===== config.mk =====
export PLATFORM = sky130hd
export DESIGN_NAME = clock_mode_ctrl
export DESIGN_NICKNAME = d
export VERILOG_FILES = /design/src/clock_mode_pkg.sv /design/src/clock_mode_ctrl.sv
export VERILOG_INCLUDE_DIRS = /design/src /design/src/src
export SDC_FILE = /design/constraint.sdc
export NUM_CORES = 1
export LEC_CHECK = 0
export BUFFER_PORTS_ARGS = -buffer_cell sky130_fd_sc_hd__buf_2
export CORE_MARGIN = 2
export CORE_UTILIZATION = 55
export CTS_CLUSTER_DIAMETER = 50
export DETAILED_ROUTE_END_ITERATION = 6
export GPL_ROUTABILITY_DRIVEN = 0
export PLACE_DENSITY_LB_ADDON = 0.2
export SLEW_MARGIN = 25
export SYNTH_ARGS = -nofsm -noshare
export SYNTH_HDL_FRONTEND = slang
export SYNTH_SLANG_ARGS = --single-unit

===== constraint.sdc =====
create_clock -name clk -period 2.15 [get_ports clk]
set_clock_uncertainty 0.1 [all_clocks]
set_input_delay 0.645 -clock clk [delete_from_list [all_inputs] [get_ports clk]]
set_output_delay 0.645 -clock clk [all_outputs]
set_load 0.1 [all_outputs]

===== src/clock_mode_consts.svh =====
// constants of the clock source and operating mode controller
`ifndef CLOCK_MODE_CONSTS_SVH
`define CLOCK_MODE_CONSTS_SVH

// ----------------------------------------------------------------------
// register word addresses
// ----------------------------------------------------------------------
`define ADDR_SYSTEM_MODE 8'h00
`define ADDR_WATCHDOG_CTRL 8'h01
`define ADDR_LVD_CTRL 8'h02
`define ADDR_STATUS 8'h03

// ----------------------------------------------------------------------
// reset values
// ----------------------------------------------------------------------
`define SYSTEM_MODE_POR 8'h03
`define WATCHDOG_CTRL_POR 8'h02
`define LVD_CTRL_POR 8'h00

// ----------------------------------------------------------------------
// field positions
// ----------------------------------------------------------------------
`define FLD_DIV_HI 7
`define FLD_DIV_LO 5
`define FLD_FAST_READY 2
`define FLD_SLOW_READY 3
`define FLD_IDLE_SELECT 1
`define FLD_FAST_SLOW 0
`define FLD_KEEP_ON 0
`define FLD_WDT_ENABLE 1
`define FLD_LVD_ENABLE 0

// ----------------------------------------------------------------------
// timing counts
// ----------------------------------------------------------------------
`define WAKE_SUB_EDGES 8'h10

`endif


===== src/clock_mode_pkg.sv =====
// types of the clock source and operating mode controller
package clock_mode_pkg;

  typedef enum logic [2:0] {
    ST_NORMAL,
    ST_SLOW,
    ST_IDLE_CLOCK_OFF_MODE,
    ST_IDLE_CLOCK_ON_MODE,
    ST_DEEP_SLEEP_MODE,
    ST_SLEEP_KEEP_SUB_MODE,
    ST_WAKE
  } op_mode_t;

  // configuration options, static straps
  typedef struct packed {
    logic [1:0] fast_src; // 0 fast crystal, 1 external rc, 2/3 fast internal rc
    logic slow_src;       // 0 slow crystal, 1 slow internal rc
    logic sub_src;        // same encoding as slow_src
    logic tbc_src;        // same encoding as slow_src
    logic wdt_src;        // 0 substitute clock, 1 system clock / 4
  } cfg_t;

  typedef struct packed {
    logic cpu_clock;
    logic sys_clock;
    logic substitute_clock;
    logic timebase_clock;
    logic watchdog_clock;
    logic watchdog_disable;
    logic fast_osc_en;
    logic slow_osc_en;
  } clocks_t;

endpackage : clock_mode_pkg


===== src/clock_mode_ctrl.sv =====
// clock source selection, dividers and operating mode sequencer
`timescale 1ns/1ps
`include "clock_mode_consts.svh"

// How it works
// - system clock picked by fast/slow bit and divider
// - fast clock divided by one to sixty-four
// - fast clock from one of three oscillators
// - slow clock from slow crystal or rc
// - substitute and timebase clocks from slow sources
// - cpu runs on substitute clock after wake, except from idle clock-on
// - watchdog clock from substitute or sysclk/4
// - timebase clock drives timebase and timers
// - six modes, two run, four stop cpu
// - slow mode runs slow, fast osc off
// - halt with idle select low sleeps
// - deep sleep stops cpu, sub, watchdog
// - low voltage enable blocks deep sleep
// - keep-sub sleep keeps sub when needed
// - idle clock-off stops system oscillator
// - idle clock-off watchdog follows its source
// - idle clock-on keeps system oscillator running
// - idle clock-on keeps watchdog clock running
// - switching to slow stops fast oscillator
// - divider codes map slow and fast ratios
module clock_mode_ctrl (
  // clock, reset, enable
  input wire logic clk,
  input wire logic rst_n,
  input wire logic ce,
  // oscillator outputs, asynchronous
  input wire logic fast_crystal_osc,
  input wire logic external_rc_osc,
  input wire logic fast_internal_rc_osc,
  input wire logic slow_crystal_osc,
  input wire logic slow_internal_rc_osc,
  // configuration options
  input wire clock_mode_pkg::cfg_t cfg,
  // cpu side
  input wire logic halt_req,
  input wire logic wake_req,
  // register port
  input wire logic [7:0] addr,
  input wire logic [7:0] wdata,
  input wire logic we,
  input wire logic re,
  output logic [7:0] rdata,
  // generated clocks and status
  output clock_mode_pkg::clocks_t clocks,
  output clock_mode_pkg::op_mode_t mode
);
  import clock_mode_pkg::*;

  // ----------------------------------------------------------------------
  // state
  // ----------------------------------------------------------------------
  typedef struct packed {
    logic [4:0] sync1;
    logic [4:0] sync2;
    logic fast_prev;
    logic sys_prev;
    logic sub_prev;
    logic [5:0] div_cnt;
    logic [1:0] sys4_cnt;
    logic [7:0] system_mode_reg;
    logic [7:0] watchdog_control_reg;
    logic [7:0] lvd_reg;
    cfg_t cfg_q;
    logic cfg_loaded;
    op_mode_t state;
    logic resume_slow;
    logic [7:0] wake_cnt;
    logic [7:0] rdata;
    clocks_t clocks;
  } core_t;

  core_t cur_reg;
  core_t cur_next;

  // ----------------------------------------------------------------------
  // helpers
  // ----------------------------------------------------------------------
  function automatic logic div_tap(input logic [5:0] cnt, input logic [2:0] sel);
    logic tap;
    tap = 1'b0;
    case (sel)
      3'h2: tap = cnt[5];
      3'h3: tap = cnt[4];
      3'h4: tap = cnt[3];
      3'h5: tap = cnt[2];
      3'h6: tap = cnt[1];
      3'h7: tap = cnt[0];
      default: tap = 1'b0;
    endcase
    return tap;
  endfunction : div_tap

  function automatic logic slow_pick(input logic src, input logic [4:0] osc);
    return src ? osc[0] : osc[1];
  endfunction : slow_pick

  // divider codes 000 and 001 select the slow clock while the fast/slow bit is low
  function automatic logic wants_slow(input logic [7:0] system_mode_register);
    return !system_mode_register[`FLD_FAST_SLOW] && (system_mode_register[`FLD_DIV_HI:`FLD_DIV_LO] < 3'h2);
  endfunction : wants_slow

  // ----------------------------------------------------------------------
  // next state
  // ----------------------------------------------------------------------
  logic [4:0] osc;
  logic fast_raw;
  logic fast_lvl;
  logic slow_lvl;
  logic sub_lvl;
  logic tbc_lvl;
  logic sys_lvl;
  logic sys4_lvl;
  logic fast_on;
  logic sys_on;
  logic sub_on;
  logic tbc_on;
  logic wdt_on;
  logic cpu_on;
  logic wdt_en;
  logic lvd_en;
  logic keep_sub;
  logic target_slow;
  logic run_slow_now;
  logic sub_rise;
  logic wdt_lvl;

  always_comb begin
    cur_next = cur_reg;
    osc = cur_reg.sync2;
    wdt_en = cur_reg.watchdog_control_reg[`FLD_WDT_ENABLE];
    lvd_en = cur_reg.lvd_reg[`FLD_LVD_ENABLE];
    run_slow_now = wants_slow(cur_reg.system_mode_reg);
    target_slow = cur_reg.resume_slow;

    // ----------------------------------------------------------------------
    // synchronisers and straps
    // ----------------------------------------------------------------------
    // first stage is read only by the second
    cur_next.sync1 = {fast_crystal_osc, external_rc_osc, fast_internal_rc_osc,
                      slow_crystal_osc, slow_internal_rc_osc};
    cur_next.sync2 = cur_reg.sync1;

    // straps caught once after reset release
    if (!cur_reg.cfg_loaded) begin
      cur_next.cfg_q = cfg;
      cur_next.cfg_loaded = 1'b1;
    end

    // ----------------------------------------------------------------------
    // oscillator gating per mode
    // ----------------------------------------------------------------------
    fast_on = 1'b0;
    sys_on = 1'b0;
    cpu_on = 1'b0;
    sub_on = 1'b1;
    tbc_on = 1'b1;
    case (cur_reg.state)
      ST_NORMAL: begin
        fast_on = 1'b1;
        sys_on = 1'b1;
        cpu_on = 1'b1;
      end
      ST_SLOW: begin
        fast_on = 1'b0;
        sys_on = 1'b1;
        cpu_on = 1'b1;
      end
      ST_IDLE_CLOCK_OFF_MODE: begin
        sys_on = 1'b0;
      end
      ST_IDLE_CLOCK_ON_MODE: begin
        fast_on = !cur_reg.resume_slow;
        sys_on = 1'b1;
      end
      ST_DEEP_SLEEP_MODE: begin
        sub_on = 1'b0;
        tbc_on = 1'b0;
      end
      ST_SLEEP_KEEP_SUB_MODE: begin
        tbc_on = 1'b0;
      end
      ST_WAKE: begin
        // fast oscillator restarts, unless resuming slow mode, while the cpu borrows the substitute clock
        fast_on = !target_slow;
        cpu_on = 1'b1;
      end
      default: begin
        sys_on = 1'b0;
      end
    endcase

    keep_sub = lvd_en || (wdt_en && !cur_reg.cfg_q.wdt_src);
    if (cur_reg.state == ST_SLEEP_KEEP_SUB_MODE) begin
      sub_on = keep_sub;
    end

    // ----------------------------------------------------------------------
    // watchdog clock gating
    // ----------------------------------------------------------------------
    wdt_on = 1'b1;
    case (cur_reg.state)
      ST_IDLE_CLOCK_OFF_MODE: wdt_on = !cur_reg.cfg_q.wdt_src;
      ST_IDLE_CLOCK_ON_MODE: wdt_on = 1'b1;
      ST_DEEP_SLEEP_MODE: wdt_on = 1'b0;
      ST_SLEEP_KEEP_SUB_MODE: wdt_on = keep_sub;
      default: wdt_on = 1'b1;
    endcase

    // ----------------------------------------------------------------------
    // source selection
    // ----------------------------------------------------------------------
    case (cur_reg.cfg_q.fast_src)
      2'h0: fast_raw = osc[4];
      2'h1: fast_raw = osc[3];
      default: fast_raw = osc[2];
    endcase
    fast_lvl = fast_on & fast_raw;
    slow_lvl = slow_pick(cur_reg.cfg_q.slow_src, osc);
    sub_lvl = slow_pick(cur_reg.cfg_q.sub_src, osc) & sub_on;
    tbc_lvl = slow_pick(cur_reg.cfg_q.tbc_src, osc) & tbc_on;

    // ----------------------------------------------------------------------
    // dividers
    // ----------------------------------------------------------------------
    // fast divider advances only while the fast clock runs
    if (fast_lvl && !cur_reg.fast_prev) begin
      cur_next.div_cnt = cur_reg.div_cnt + 6'h01;
    end
    cur_next.fast_prev = fast_lvl;

    if (cur_reg.system_mode_reg[`FLD_FAST_SLOW]) begin
      sys_lvl = fast_lvl;
    end else if (run_slow_now) begin
      sys_lvl = slow_lvl;
    end else begin
      sys_lvl = div_tap(cur_reg.div_cnt, cur_reg.system_mode_reg[`FLD_DIV_HI:`FLD_DIV_LO]);
    end
    if (cur_reg.state == ST_IDLE_CLOCK_ON_MODE && cur_reg.resume_slow) begin
      sys_lvl = slow_lvl;
    end
    sys_lvl = sys_lvl & sys_on;

    // quarter-rate tap follows the gated system clock, so it stops with it
    if (sys_lvl && !cur_reg.sys_prev) begin
      cur_next.sys4_cnt = cur_reg.sys4_cnt + 2'h1;
    end
    cur_next.sys_prev = sys_lvl;
    sys4_lvl = cur_reg.sys4_cnt[1];

    sub_rise = sub_lvl && !cur_reg.sub_prev;
    cur_next.sub_prev = sub_lvl;

    // ----------------------------------------------------------------------
    // mode sequencer
    // ----------------------------------------------------------------------
    case (cur_reg.state)
      ST_NORMAL, ST_SLOW: begin
        cur_next.state = run_slow_now ? ST_SLOW : ST_NORMAL;
        if (halt_req) begin
          cur_next.resume_slow = run_slow_now;
          if (cur_reg.system_mode_reg[`FLD_IDLE_SELECT]) begin
            if (cur_reg.watchdog_control_reg[`FLD_KEEP_ON]) begin
              cur_next.state = ST_IDLE_CLOCK_ON_MODE;
            end else begin
              cur_next.state = ST_IDLE_CLOCK_OFF_MODE;
            end
          end else if (lvd_en) begin
            cur_next.state = ST_SLEEP_KEEP_SUB_MODE;
          end else begin
            cur_next.state = ST_DEEP_SLEEP_MODE;
          end
        end
      end
      ST_IDLE_CLOCK_ON_MODE: begin
        if (wake_req) begin
          cur_next.state = cur_reg.resume_slow ? ST_SLOW : ST_NORMAL;
        end
      end
      ST_IDLE_CLOCK_OFF_MODE, ST_DEEP_SLEEP_MODE, ST_SLEEP_KEEP_SUB_MODE: begin
        if (wake_req) begin
          cur_next.state = ST_WAKE;
          cur_next.wake_cnt = 8'h00;
        end
      end
      ST_WAKE: begin
        if (sub_rise) begin
          cur_next.wake_cnt = cur_reg.wake_cnt + 8'h01;
        end
        if (cur_reg.wake_cnt >= `WAKE_SUB_EDGES) begin
          cur_next.state = target_slow ? ST_SLOW : ST_NORMAL;
        end
      end
      default: begin
        cur_next.state = ST_NORMAL;
      end
    endcase

    // ----------------------------------------------------------------------
    // register writes
    // ----------------------------------------------------------------------
    if (we) begin
      if (addr == `ADDR_SYSTEM_MODE) begin
        cur_next.system_mode_reg = {wdata[7:4], 2'h0, wdata[1:0]};
      end else if (addr == `ADDR_WATCHDOG_CTRL) begin
        cur_next.watchdog_control_reg = {6'h00, wdata[1:0]};
      end else if (addr == `ADDR_LVD_CTRL) begin
        cur_next.lvd_reg = {7'h00, wdata[0]};
      end
    end

    // ----------------------------------------------------------------------
    // read data, one cycle after the strobe
    // ----------------------------------------------------------------------
    cur_next.rdata = 8'h00;
    if (re) begin
      if (addr == `ADDR_SYSTEM_MODE) begin
        cur_next.rdata = cur_reg.system_mode_reg;
        cur_next.rdata[`FLD_FAST_READY] = cur_reg.clocks.fast_osc_en;
        cur_next.rdata[`FLD_SLOW_READY] = cur_reg.cfg_loaded;
      end else if (addr == `ADDR_WATCHDOG_CTRL) begin
        cur_next.rdata = cur_reg.watchdog_control_reg;
      end else if (addr == `ADDR_LVD_CTRL) begin
        cur_next.rdata = cur_reg.lvd_reg;
      end else if (addr == `ADDR_STATUS) begin
        cur_next.rdata = {3'h0, cur_reg.clocks.cpu_clock, cur_reg.clocks.fast_osc_en, cur_reg.state};
      end
    end

    // ----------------------------------------------------------------------
    // registered clock outputs
    // ----------------------------------------------------------------------
    // the system clock is stopped in keep-sub sleep, so the watchdog leans on the substitute clock there
    wdt_lvl = cur_reg.cfg_q.wdt_src ? sys4_lvl : sub_lvl;
    if (cur_reg.state == ST_SLEEP_KEEP_SUB_MODE) begin
      wdt_lvl = sub_lvl;
    end
    cur_next.clocks.cpu_clock = cpu_on & ((cur_reg.state == ST_WAKE) ? sub_lvl : sys_lvl);
    cur_next.clocks.sys_clock = sys_lvl;
    cur_next.clocks.substitute_clock = sub_lvl;
    cur_next.clocks.timebase_clock = tbc_lvl;
    cur_next.clocks.watchdog_clock = wdt_on & wdt_lvl;
    cur_next.clocks.watchdog_disable = (cur_reg.state == ST_DEEP_SLEEP_MODE);
    cur_next.clocks.fast_osc_en = fast_on;
    cur_next.clocks.slow_osc_en = sub_on | tbc_on | run_slow_now;
  end

  // ----------------------------------------------------------------------
  // registers
  // ----------------------------------------------------------------------
  always_ff @(posedge clk) begin
    if (!rst_n) begin
      cur_reg <= '0;
      cur_reg.system_mode_reg <= `SYSTEM_MODE_POR;
      cur_reg.watchdog_control_reg <= `WATCHDOG_CTRL_POR;
      cur_reg.lvd_reg <= `LVD_CTRL_POR;
      cur_reg.state <= ST_NORMAL;
    end else if (ce) begin
      cur_reg <= cur_next;
    end
  end

  // ----------------------------------------------------------------------
  // outputs, straight from the state register
  // ----------------------------------------------------------------------
  assign rdata = cur_reg.rdata;
  assign clocks = cur_reg.clocks;
  assign mode = cur_reg.state;

endmodule : clock_mode_ctrl


# Word-level counts from Yosys, hierarchy flattened
# Cells that the tools add are included.
dict set report totals {
  in_bits 34
  output_inout_bits 19
  reg_bits 63
  word_cells 130
}
dict set report op_classes {
  order_cmp 2
  addsub 3
  n_reduce_logical 32
  n_eq_ne 20
  n_bitwise 11
  muxes 36
}
# cell n
set op_table {}
lappend op_table {{$mux 8} 4}
lappend op_table {{$eq 3x3->1 const B} 7}
lappend op_table {{$mux 1} 18}
lappend op_table {{$eq 8x2->1 const B} 2}
lappend op_table {{$pmux 8 s2} 1}
lappend op_table {{$mux 5} 3}
lappend op_table {{$eq 3x2->1 const B} 4}
lappend op_table {{$mux 3} 4}
lappend op_table {{$pmux 3 s4} 1}
lappend op_table {{$reduce_and 4->1} 3}
lappend op_table {{$reduce_or 3->1} 3}
lappend op_table {{$add 8x1->8 const B} 1}
lappend op_table {{$eq 8x1->1 const B} 1}
lappend op_table {{$ge 8x5->1 const B} 1}
lappend op_table {{$logic_not 8->1} 1}
lappend op_table {{$ne 2x2->1 const B} 4}
lappend op_table {{$add 6x1->6 const B} 1}
lappend op_table {{$and 1x1->1} 6}
lappend op_table {{$logic_and 1x1->1} 6}
lappend op_table {{$logic_not 1->1} 6}
lappend op_table {{$pmux 1 s6} 1}
lappend op_table {{$reduce_and 2->1} 3}
lappend op_table {{$reduce_and 3->1} 2}
lappend op_table {{$reduce_or 2->1} 3}
lappend op_table {{other kinds (14)} 18}

# Longest topological paths before layout
# Gate-level depths: netlist (run 1).
dict set report depth {
  word_depth 9
  ltp_mapped 6
  mapped_depth_nobuf 5
}

# Least setup slack after synthesis (run 1)
# No wires, ideal clock.
dict set report synth_path {
  path_kind {input-to-reg}
  start {input port ce}
  end {register cur_reg[66] (netlist bit)}
  t_required_ps 1980
  arrival_time_ps 1846
  cell_stages 6
  n_path_buf 1
  setup_ps 70
  slack_ps 133
  cell_sequence {buf_2 inv_1 nor2_1 o211ai_4 or4_1 a21oi_1}
}
dict set report synth_between {
  elab_chain_len 1
}
# item line_no
set synth_lines {}
lappend synth_lines {{start, declared} clock_mode_ctrl.sv:30} ;# input wire logic ce,
lappend synth_lines {{$reduce_and 2->1 (no line)} n/a}
lappend synth_lines {{end signal, assigned} clock_mode_ctrl.sv:363} ;# cur_reg <= cur_next;
lappend synth_lines {{end, declared} clock_mode_ctrl.sv:77} ;# core_t cur_reg;
# No other way between the ends.
# A chain may end at the register's enable or synchronous reset.

# Worst setup path in the final report (run 1)
dict set report layout_path {
  start {register cur_reg (netlist bit mode[2])}
  end {output port mode[2]}
}
# item line_no
set layout_rtl {}
lappend layout_rtl {{end, declared} clock_mode_ctrl.sv:50} ;# output clock_mode_pkg::op_mode_t mode
# No word-level cell between the ends.

==> summary.md, run 1 <==
| Metric | Value |
|---|---|
| Worst-Margin Slew | `543.8 ps` |
| Cell Rows | `27` |
| Maxcap violations | `0` |
| RSZ-0062 raised after global routing | `false` |
| Pwr Density | `766.3 mW/mm^2` |
| Remaining DRCs | `0` |
| Critical Path AT | `1290 ps` |
| Tot Pwr | `2.843 mW` |
| Primary FF master, synth | `dfxtp_1` |
| Final Hold Vio Count | `0` |
| Synth top area cells | `dfxtp_1 (40%), mux2i_1 (11%), nor2_1 (5.6%)` |
| CP required | `1400 ps` |
| Fill cell count | `486` |
| Cell accounting for the most synthesized area | `dfxtp_1` |
| Total track usage | `0.2287` |
| Post-synth EDFFs | `0` |
| Placed cell count | `456` |
| Reg area | `0.001262 mm^2` |
| Final worst path period share | `0.9475` |
| Pre-Repair DR Iteration Count | `4` |
| Final WL | `6863 um` |
| Critical Path Max Stage Delay | `430 ps` |
| Clock Pin Slew Worst Setup and Hold Paths | `70 ps` |
| Top cell type's share of synthesized area | `0.3973` |
| Max reg flops | `33` |
| Reg-to-reg critical path startpoint | `cur_reg[56]` |
| Hold path startpoint | `clocks[2]` |
| Hold Path Class | `flip-flop to flip-flop` |
| Layout area overhead | `16.87%` |
| Routed wire per std cell | `14.57 um` |
| Most common cell after layout, fill and taps aside | `dfxtp_1` |
| Mapped Area | `0.003174 mm^2` |
| Postcts setup bufs | `0` |
| Initial DRC Count | `121` |
| Slew Limit Fails | `0` |
| Post-synthesis cell count | `353` |
| Max transition margin | `0.6281` |
| Worst path cell trace | `buf_4, buf_4` |
| Initial antenna violation count | `0` |
| Detailed Place HPWL | `4891 um` |
| DR vias | `2,644` |
| Total CTS buffers | `9` |
| Worst VDD drop | `0.0006205 V` |
| Top Ports | `53` |
| Grt ovf | `0` |
| Cell area after layout | `0.003710 mm^2` |
| Die width | `79.97 um` |
| Core ar. | `0.005540 mm^2` |
| CTS Sinks | `63` |
| Largest net degree at the start of global routing | `41` |
| Diodes inserted | `0` |
| DP Area | `0.003456 mm^2` |
| Critical Path Sink Type | `primary output` |
| P_leak | `1.627 nW` |
| Mean Syn Cell Area | `8.992 um^2` |
| Startpoint types | `flip-flop` |
| Via-per-instance ratio | `5.614` |
| Nets | `432` |
| Period minus WS final | `2037 ps` |
| Clk_lat worst skew | `340 ps` |
| CTS tree | `yes` |
| Port bufs | `50` |
| # hold bufs at CTS | `0` |
| CTS root buf | `clkbuf_8` |
| Die Height | `79.97 um` |
| Worst setup path class | `flip-flop to primary output` |
| First-pass GRT wire length | `11,370 um` |
| FF+latch count, synth | `63` |
| Die Area | `0.006395 mm^2` |
| Synth Warn # | `0` |
| Async set or reset register ratio after synthesis | `0` |
| Status | `complete, no violations` |
| Seq/Total Area, Yosys | `0.3973` |
| Syn nets | `390` |
| Multi-input logic area | `0.001660 mm^2` |
| Fmax | `0.4909 GHz` |
| Share of cells above drive strength 1 | `0.2506` |
| CP Max Fanout | `11` |
| CP startpoint | `mode[2]` |
| FF-to-FF path depth | `6` |
| Worst hold slack | `359.9 ps` |
| Library cells used by synthesis | `60` |
| Most frequent cells in the layout | `dfxtp_1 (62), nor2_1 (47), buf_2 (47), mux2i_1 (34), a21oi_1 (21)` |
| CTS Buffer Depth | `2` |
| Final Non-Filler Cells | `471` |
| H-tree Lvls | `3` |
| Starting Density | `0.5729` |
| Hold path cells | `2` |
| Final setup viols | `0` |
| Vias in the first global route | `2,444` |
| Antenna viol nets, final | `0` |
| CP max stage cell | `dfxtp_1` |
| Setup_tns | `0 ps` |
| CP most frequent cell | `buf_4` |
-- timing repair --
action	in CTS	in global routing
endpoints found under the setup margin	1	1
cloned	0	0
gates resized for setup	1	2
-- synthesized netlist by cell type, types with 2 or more instances --
cell	count
inv_1	10
nand2b_1	4
nor3b_1	2
buf_2	2
o2bb2ai_1	4
nand3b_1	3
mux2i_1	34
o31ai_1	3
dfxtp_1	63
o2111ai_1	5
buf_4	19
or3_1	5
xor2_1	6
nor2b_1	2
ha_1	3
clkbuf_1	11
a31o_2	2
or4_1	2
a31oi_1	2
a22oi_1	5
nand4_1	2
nand3_1	8
a21boi_0	2
and3b_1	2
buf_1	3
mux2_2	4
nor2_1	47
a32oi_1	3
nand2_1	20
o21ai_0	13
and3_1	2
and2_1	7
a21oi_1	21
o22ai_1	2
a211oi_1	2
nor3_1	3
o211ai_1	2
-- worst max-delay path, delay by kind of cell, from the launching register on --
kind	cells	cell delay, ps
buf+inv	2	530
flops	1	430
-- layer usage --
layer / vias to the layer above / GRT usage / wire length, um
li1: 1324 / - / -
met1: 1236 / 0.2931 / 3264
met2: 70 / 0.3667 / 3111
met3: 14 / 0.04751 / 349
met4: 0 / 0.1085 / 137
met5: - / 0 / 0
-- path summary, 6_finish.rpt --
kind	endpoint	slack [ps]
setup / recovery	mode[2]	110
hold / removal	clocks[2]	360
setup reg to reg	cur_reg[59]	220
hold reg to reg	clocks[2]	360
-- power breakdown --
part | leakage (nW) | total, mW | internal, mW | switching, mW
registers | 0.512 | 1.23 | 1.20 | 0.0281
clock network | 0.123 | 1.27 | 0.828 | 0.439
logic | 0.993 | 0.350 | 0.126 | 0.225
-- kinds of logic after synthesis --
family,count (synthesis),share of synthesized area
flops,63,0.3973
mux,40,0.1368
simple gates,116,0.1825
compound gates,77,0.1711
fa+ha+maj,3,0.01183
buf+inv,47,0.08120
xor+xnor,7,0.01931
-- per-stage QoR --
stage,setup slack (ps),util
global placement,-8.664,0.6238
global route,21.28,0.6696
floorplan,133.1,-
CTS,55.24,0.6685
finish,112.8,0.6696
detailed placement,-19.51,0.6238
-- area by class of cell --
cell class                      instances  share of cell area
Clock inverter                          3             0.02428
Clock buffer                           12             0.04182
Tap cell                               72             0.02428
Timing Repair Buffer                   67              0.1106
Multi-Input combinational cell        243              0.4476
Sequential cell                        63              0.3403
Inverter                               11             0.01113
Note: power is estimated with default switching activity, not from simulation.
==> run 2: changes to the inputs <==
--- a/config.mk
+++ b/config.mk
@@ -12,7 +12,7 @@
 export CTS_CLUSTER_DIAMETER = 50
 export DETAILED_ROUTE_END_ITERATION = 6
 export GPL_ROUTABILITY_DRIVEN = 0
-export PLACE_DENSITY_LB_ADDON = 0.2
+export PLACE_DENSITY = 0.78
 export SLEW_MARGIN = 25
 export SYNTH_ARGS = -nofsm -noshare
 export SYNTH_HDL_FRONTEND = slang
==> run 2 against run 1 <==
Against the previous run: total power decreased by 3.1%; critical endpoint unchanged; via count decreased by 0.98%; cell area is 0.94% lower; combinational power fell by 1%; count of clock-buffer cells in the layout did not move; non-clock buffer count shrank 2; sequential power hardly changed; sequential share of layout area increased by 0.29 points; wire length is essentially flat.
==> summary.md, run 2 (synthesis gave the netlist of run 1 again) <==
| Metric | Value |
|---|---|
| Slew Limit Fails | `0` |
| Most frequent cells in the layout | `dfxtp_1 (63), nor2_1 (47), buf_2 (47), mux2i_1 (34), a21oi_1 (21)` |
| Nets | `430` |
| Antenna viol nets, final | `0` |
| CTS Sinks | `63` |
| P_leak | `1.608 nW` |
| Critical Path AT | `1310 ps` |
| Final WL | `6865 um` |
| Worst VDD drop | `0.0004942 V` |
| Startpoint types | `flip-flop` |
| WP buf/inv | `2` |
| Final worst path period share | `0.9557` |
| Setup ws final | `95.18 ps` |
| Layout area overhead | `15.77%` |
| Hold path startpoint | `clocks[4]` |
| First-pass GRT wire length | `11,330 um` |
| Worst path cell trace | `buf_4, buf_4` |
| Share of cells above drive strength 1 | `0.2443` |
| Hold Path Class | `flip-flop to flip-flop` |
| Port bufs | `50` |
| Vias in the first global route | `2,406` |
| Pre-Repair DR Iteration Count | `4` |
| Top Ports | `53` |
| Initial antenna violation count | `0` |
| CTS tree | `yes` |
| Total CTS buffers | `9` |
| Period minus WS final | `2055 ps` |
| Diodes inserted | `0` |
| CTS root buf | `clkbuf_8` |
| Most common cell after layout, fill and taps aside | `dfxtp_1` |
| Final Hold Vio Count | `0` |
| Worst Hold End | `clocks[4]` |
| Clock Pin Slew Worst Setup and Hold Paths | `70 ps` |
| RSZ-0062 raised after global routing | `false` |
| CP top delay family | `buffers and inverters` |
| Critical Path Max Stage Delay | `440 ps` |
| Die Area | `0.006395 mm^2` |
| Fin util | `0.6633` |
| Status | `complete, no violations` |
| Die Height | `79.97 um` |
| Clk_lat worst skew | `340 ps` |
| Reg-to-reg critical path startpoint | `mode[1]` |
| H-tree Lvls | `3` |
| Fmax | `0.4867 GHz` |
| Initial DRC Count | `117` |
| Max transition margin | `0.6695` |
| Worst R2R Setup Slack | `150 ps` |
| Final setup viols | `0` |
| Cell area after layout | `0.003675 mm^2` |
| Maxcap violations | `0` |
| CP required | `1400 ps` |
| Largest net degree at the start of global routing | `30` |
| Die width | `79.97 um` |
| DR vias | `2,618` |
| Grt ovf | `0` |
| DP Area | `0.003441 mm^2` |
| CTS Buffer Depth | `2` |
| Detailed Place HPWL | `4919 um` |
| CP Max Fanout | `11` |
| Starting Density | `0.5729` |
| Routed wire per std cell | `14.64 um` |
| Remaining DRCs | `0` |
| Max reg flops | `33` |
| FF-to-FF End | `cur_reg[20]` |
| FF-to-FF path depth | `6` |
| Pwr Density | `749.8 mW/mm^2` |
| Cell Rows | `27` |
| Total track usage | `0.2280` |
| Core ar. | `0.005540 mm^2` |
| CP most frequent cell | `buf_4` |
| Worst slack, placed | `-69.60 ps` |
| Critical Path Sink Type | `primary output` |
| Via-per-instance ratio | `5.582` |
| Hold path cells | `2` |
| Postcts setup bufs | `0` |
| CP max stage cell | `dfxtp_1` |
| Tot Pwr | `2.755 mW` |
| Worst setup path class | `flip-flop to primary output` |
| Worst-Margin Slew | `494.5 ps` |
## run 2: changes by cell type in the layout (fill, tap and decap cells not counted), sizes merged
cell	previous run	this run
clkinv	1	2
bufinv	3	2
buf	67	65
## run 2: routing by layer
metal / routed length [um] / share of wire / vias up / global-route usage
met4: 119 / 0.017 / 0 / 0.09322
li1: - / - / 1315 / -
met3: 389 / 0.057 / 12 / 0.04186
met2: 3145 / 0.46 / 79 / 0.3550
met1: 3210 / 0.47 / 1212 / 0.3109
met5: 0 / 0 / - / 0
## run 2: cell type report
cell class,instances,area (um^2)
Inverter,11,41.29
Tap cell,72,90.09
Clock inverter,3,65.06
Fill cell,460,1866
Multi-Input combinational cell,243,1657
Clock buffer,12,165.2
Timing Repair Buffer,65,395.4
Sequential cell,63,1261
## run 2: tightest hold or removal path: cells and delay by family, from the launching register on
kind | cells | cell delay, ps
AO/OA/AOI/OAI | 1 | 50
AND/OR/NAND/NOR | 1 | 60
flip-flops | 1 | 320
## run 2: power breakdown
group          switching, mW  internal (mW)
registers             0.0291           1.20
logic                  0.223          0.123
clock network          0.444          0.740
## run 2: worst max-delay path by stage
stage | startpoint | to | slack [ps] | depth (start not counted)
after CTS | cur_reg[56] | cur_reg[59] | 80 | 5
after global routing | mode[1] | cur_reg[20] | 20 | 6
after detailed placement | addr[5] | cur_reg[44] | -70 | 6
after global placement | addr[5] | cur_reg[44] | -20 | 6
after floorplan | ce | cur_reg[66] | 130 | 6
final | mode[2] | mode[2] | 100 | 2
## run 2: timing repair
item	in CTS	in global routing
hold buffers	0	0
gates resized for setup	1	1
setup endpoints to repair	1	1
## run 2: stage by stage
step	hold WS (ps)	cells	setup TNS, ps
final	378.6	469	0
after global routing	383.4	469	0
after CTS	378.9	469	0
after detailed placement	367.0	454	-126.6
after global placement	353.1	454	-22.12
after floorplan	341.3	353	0
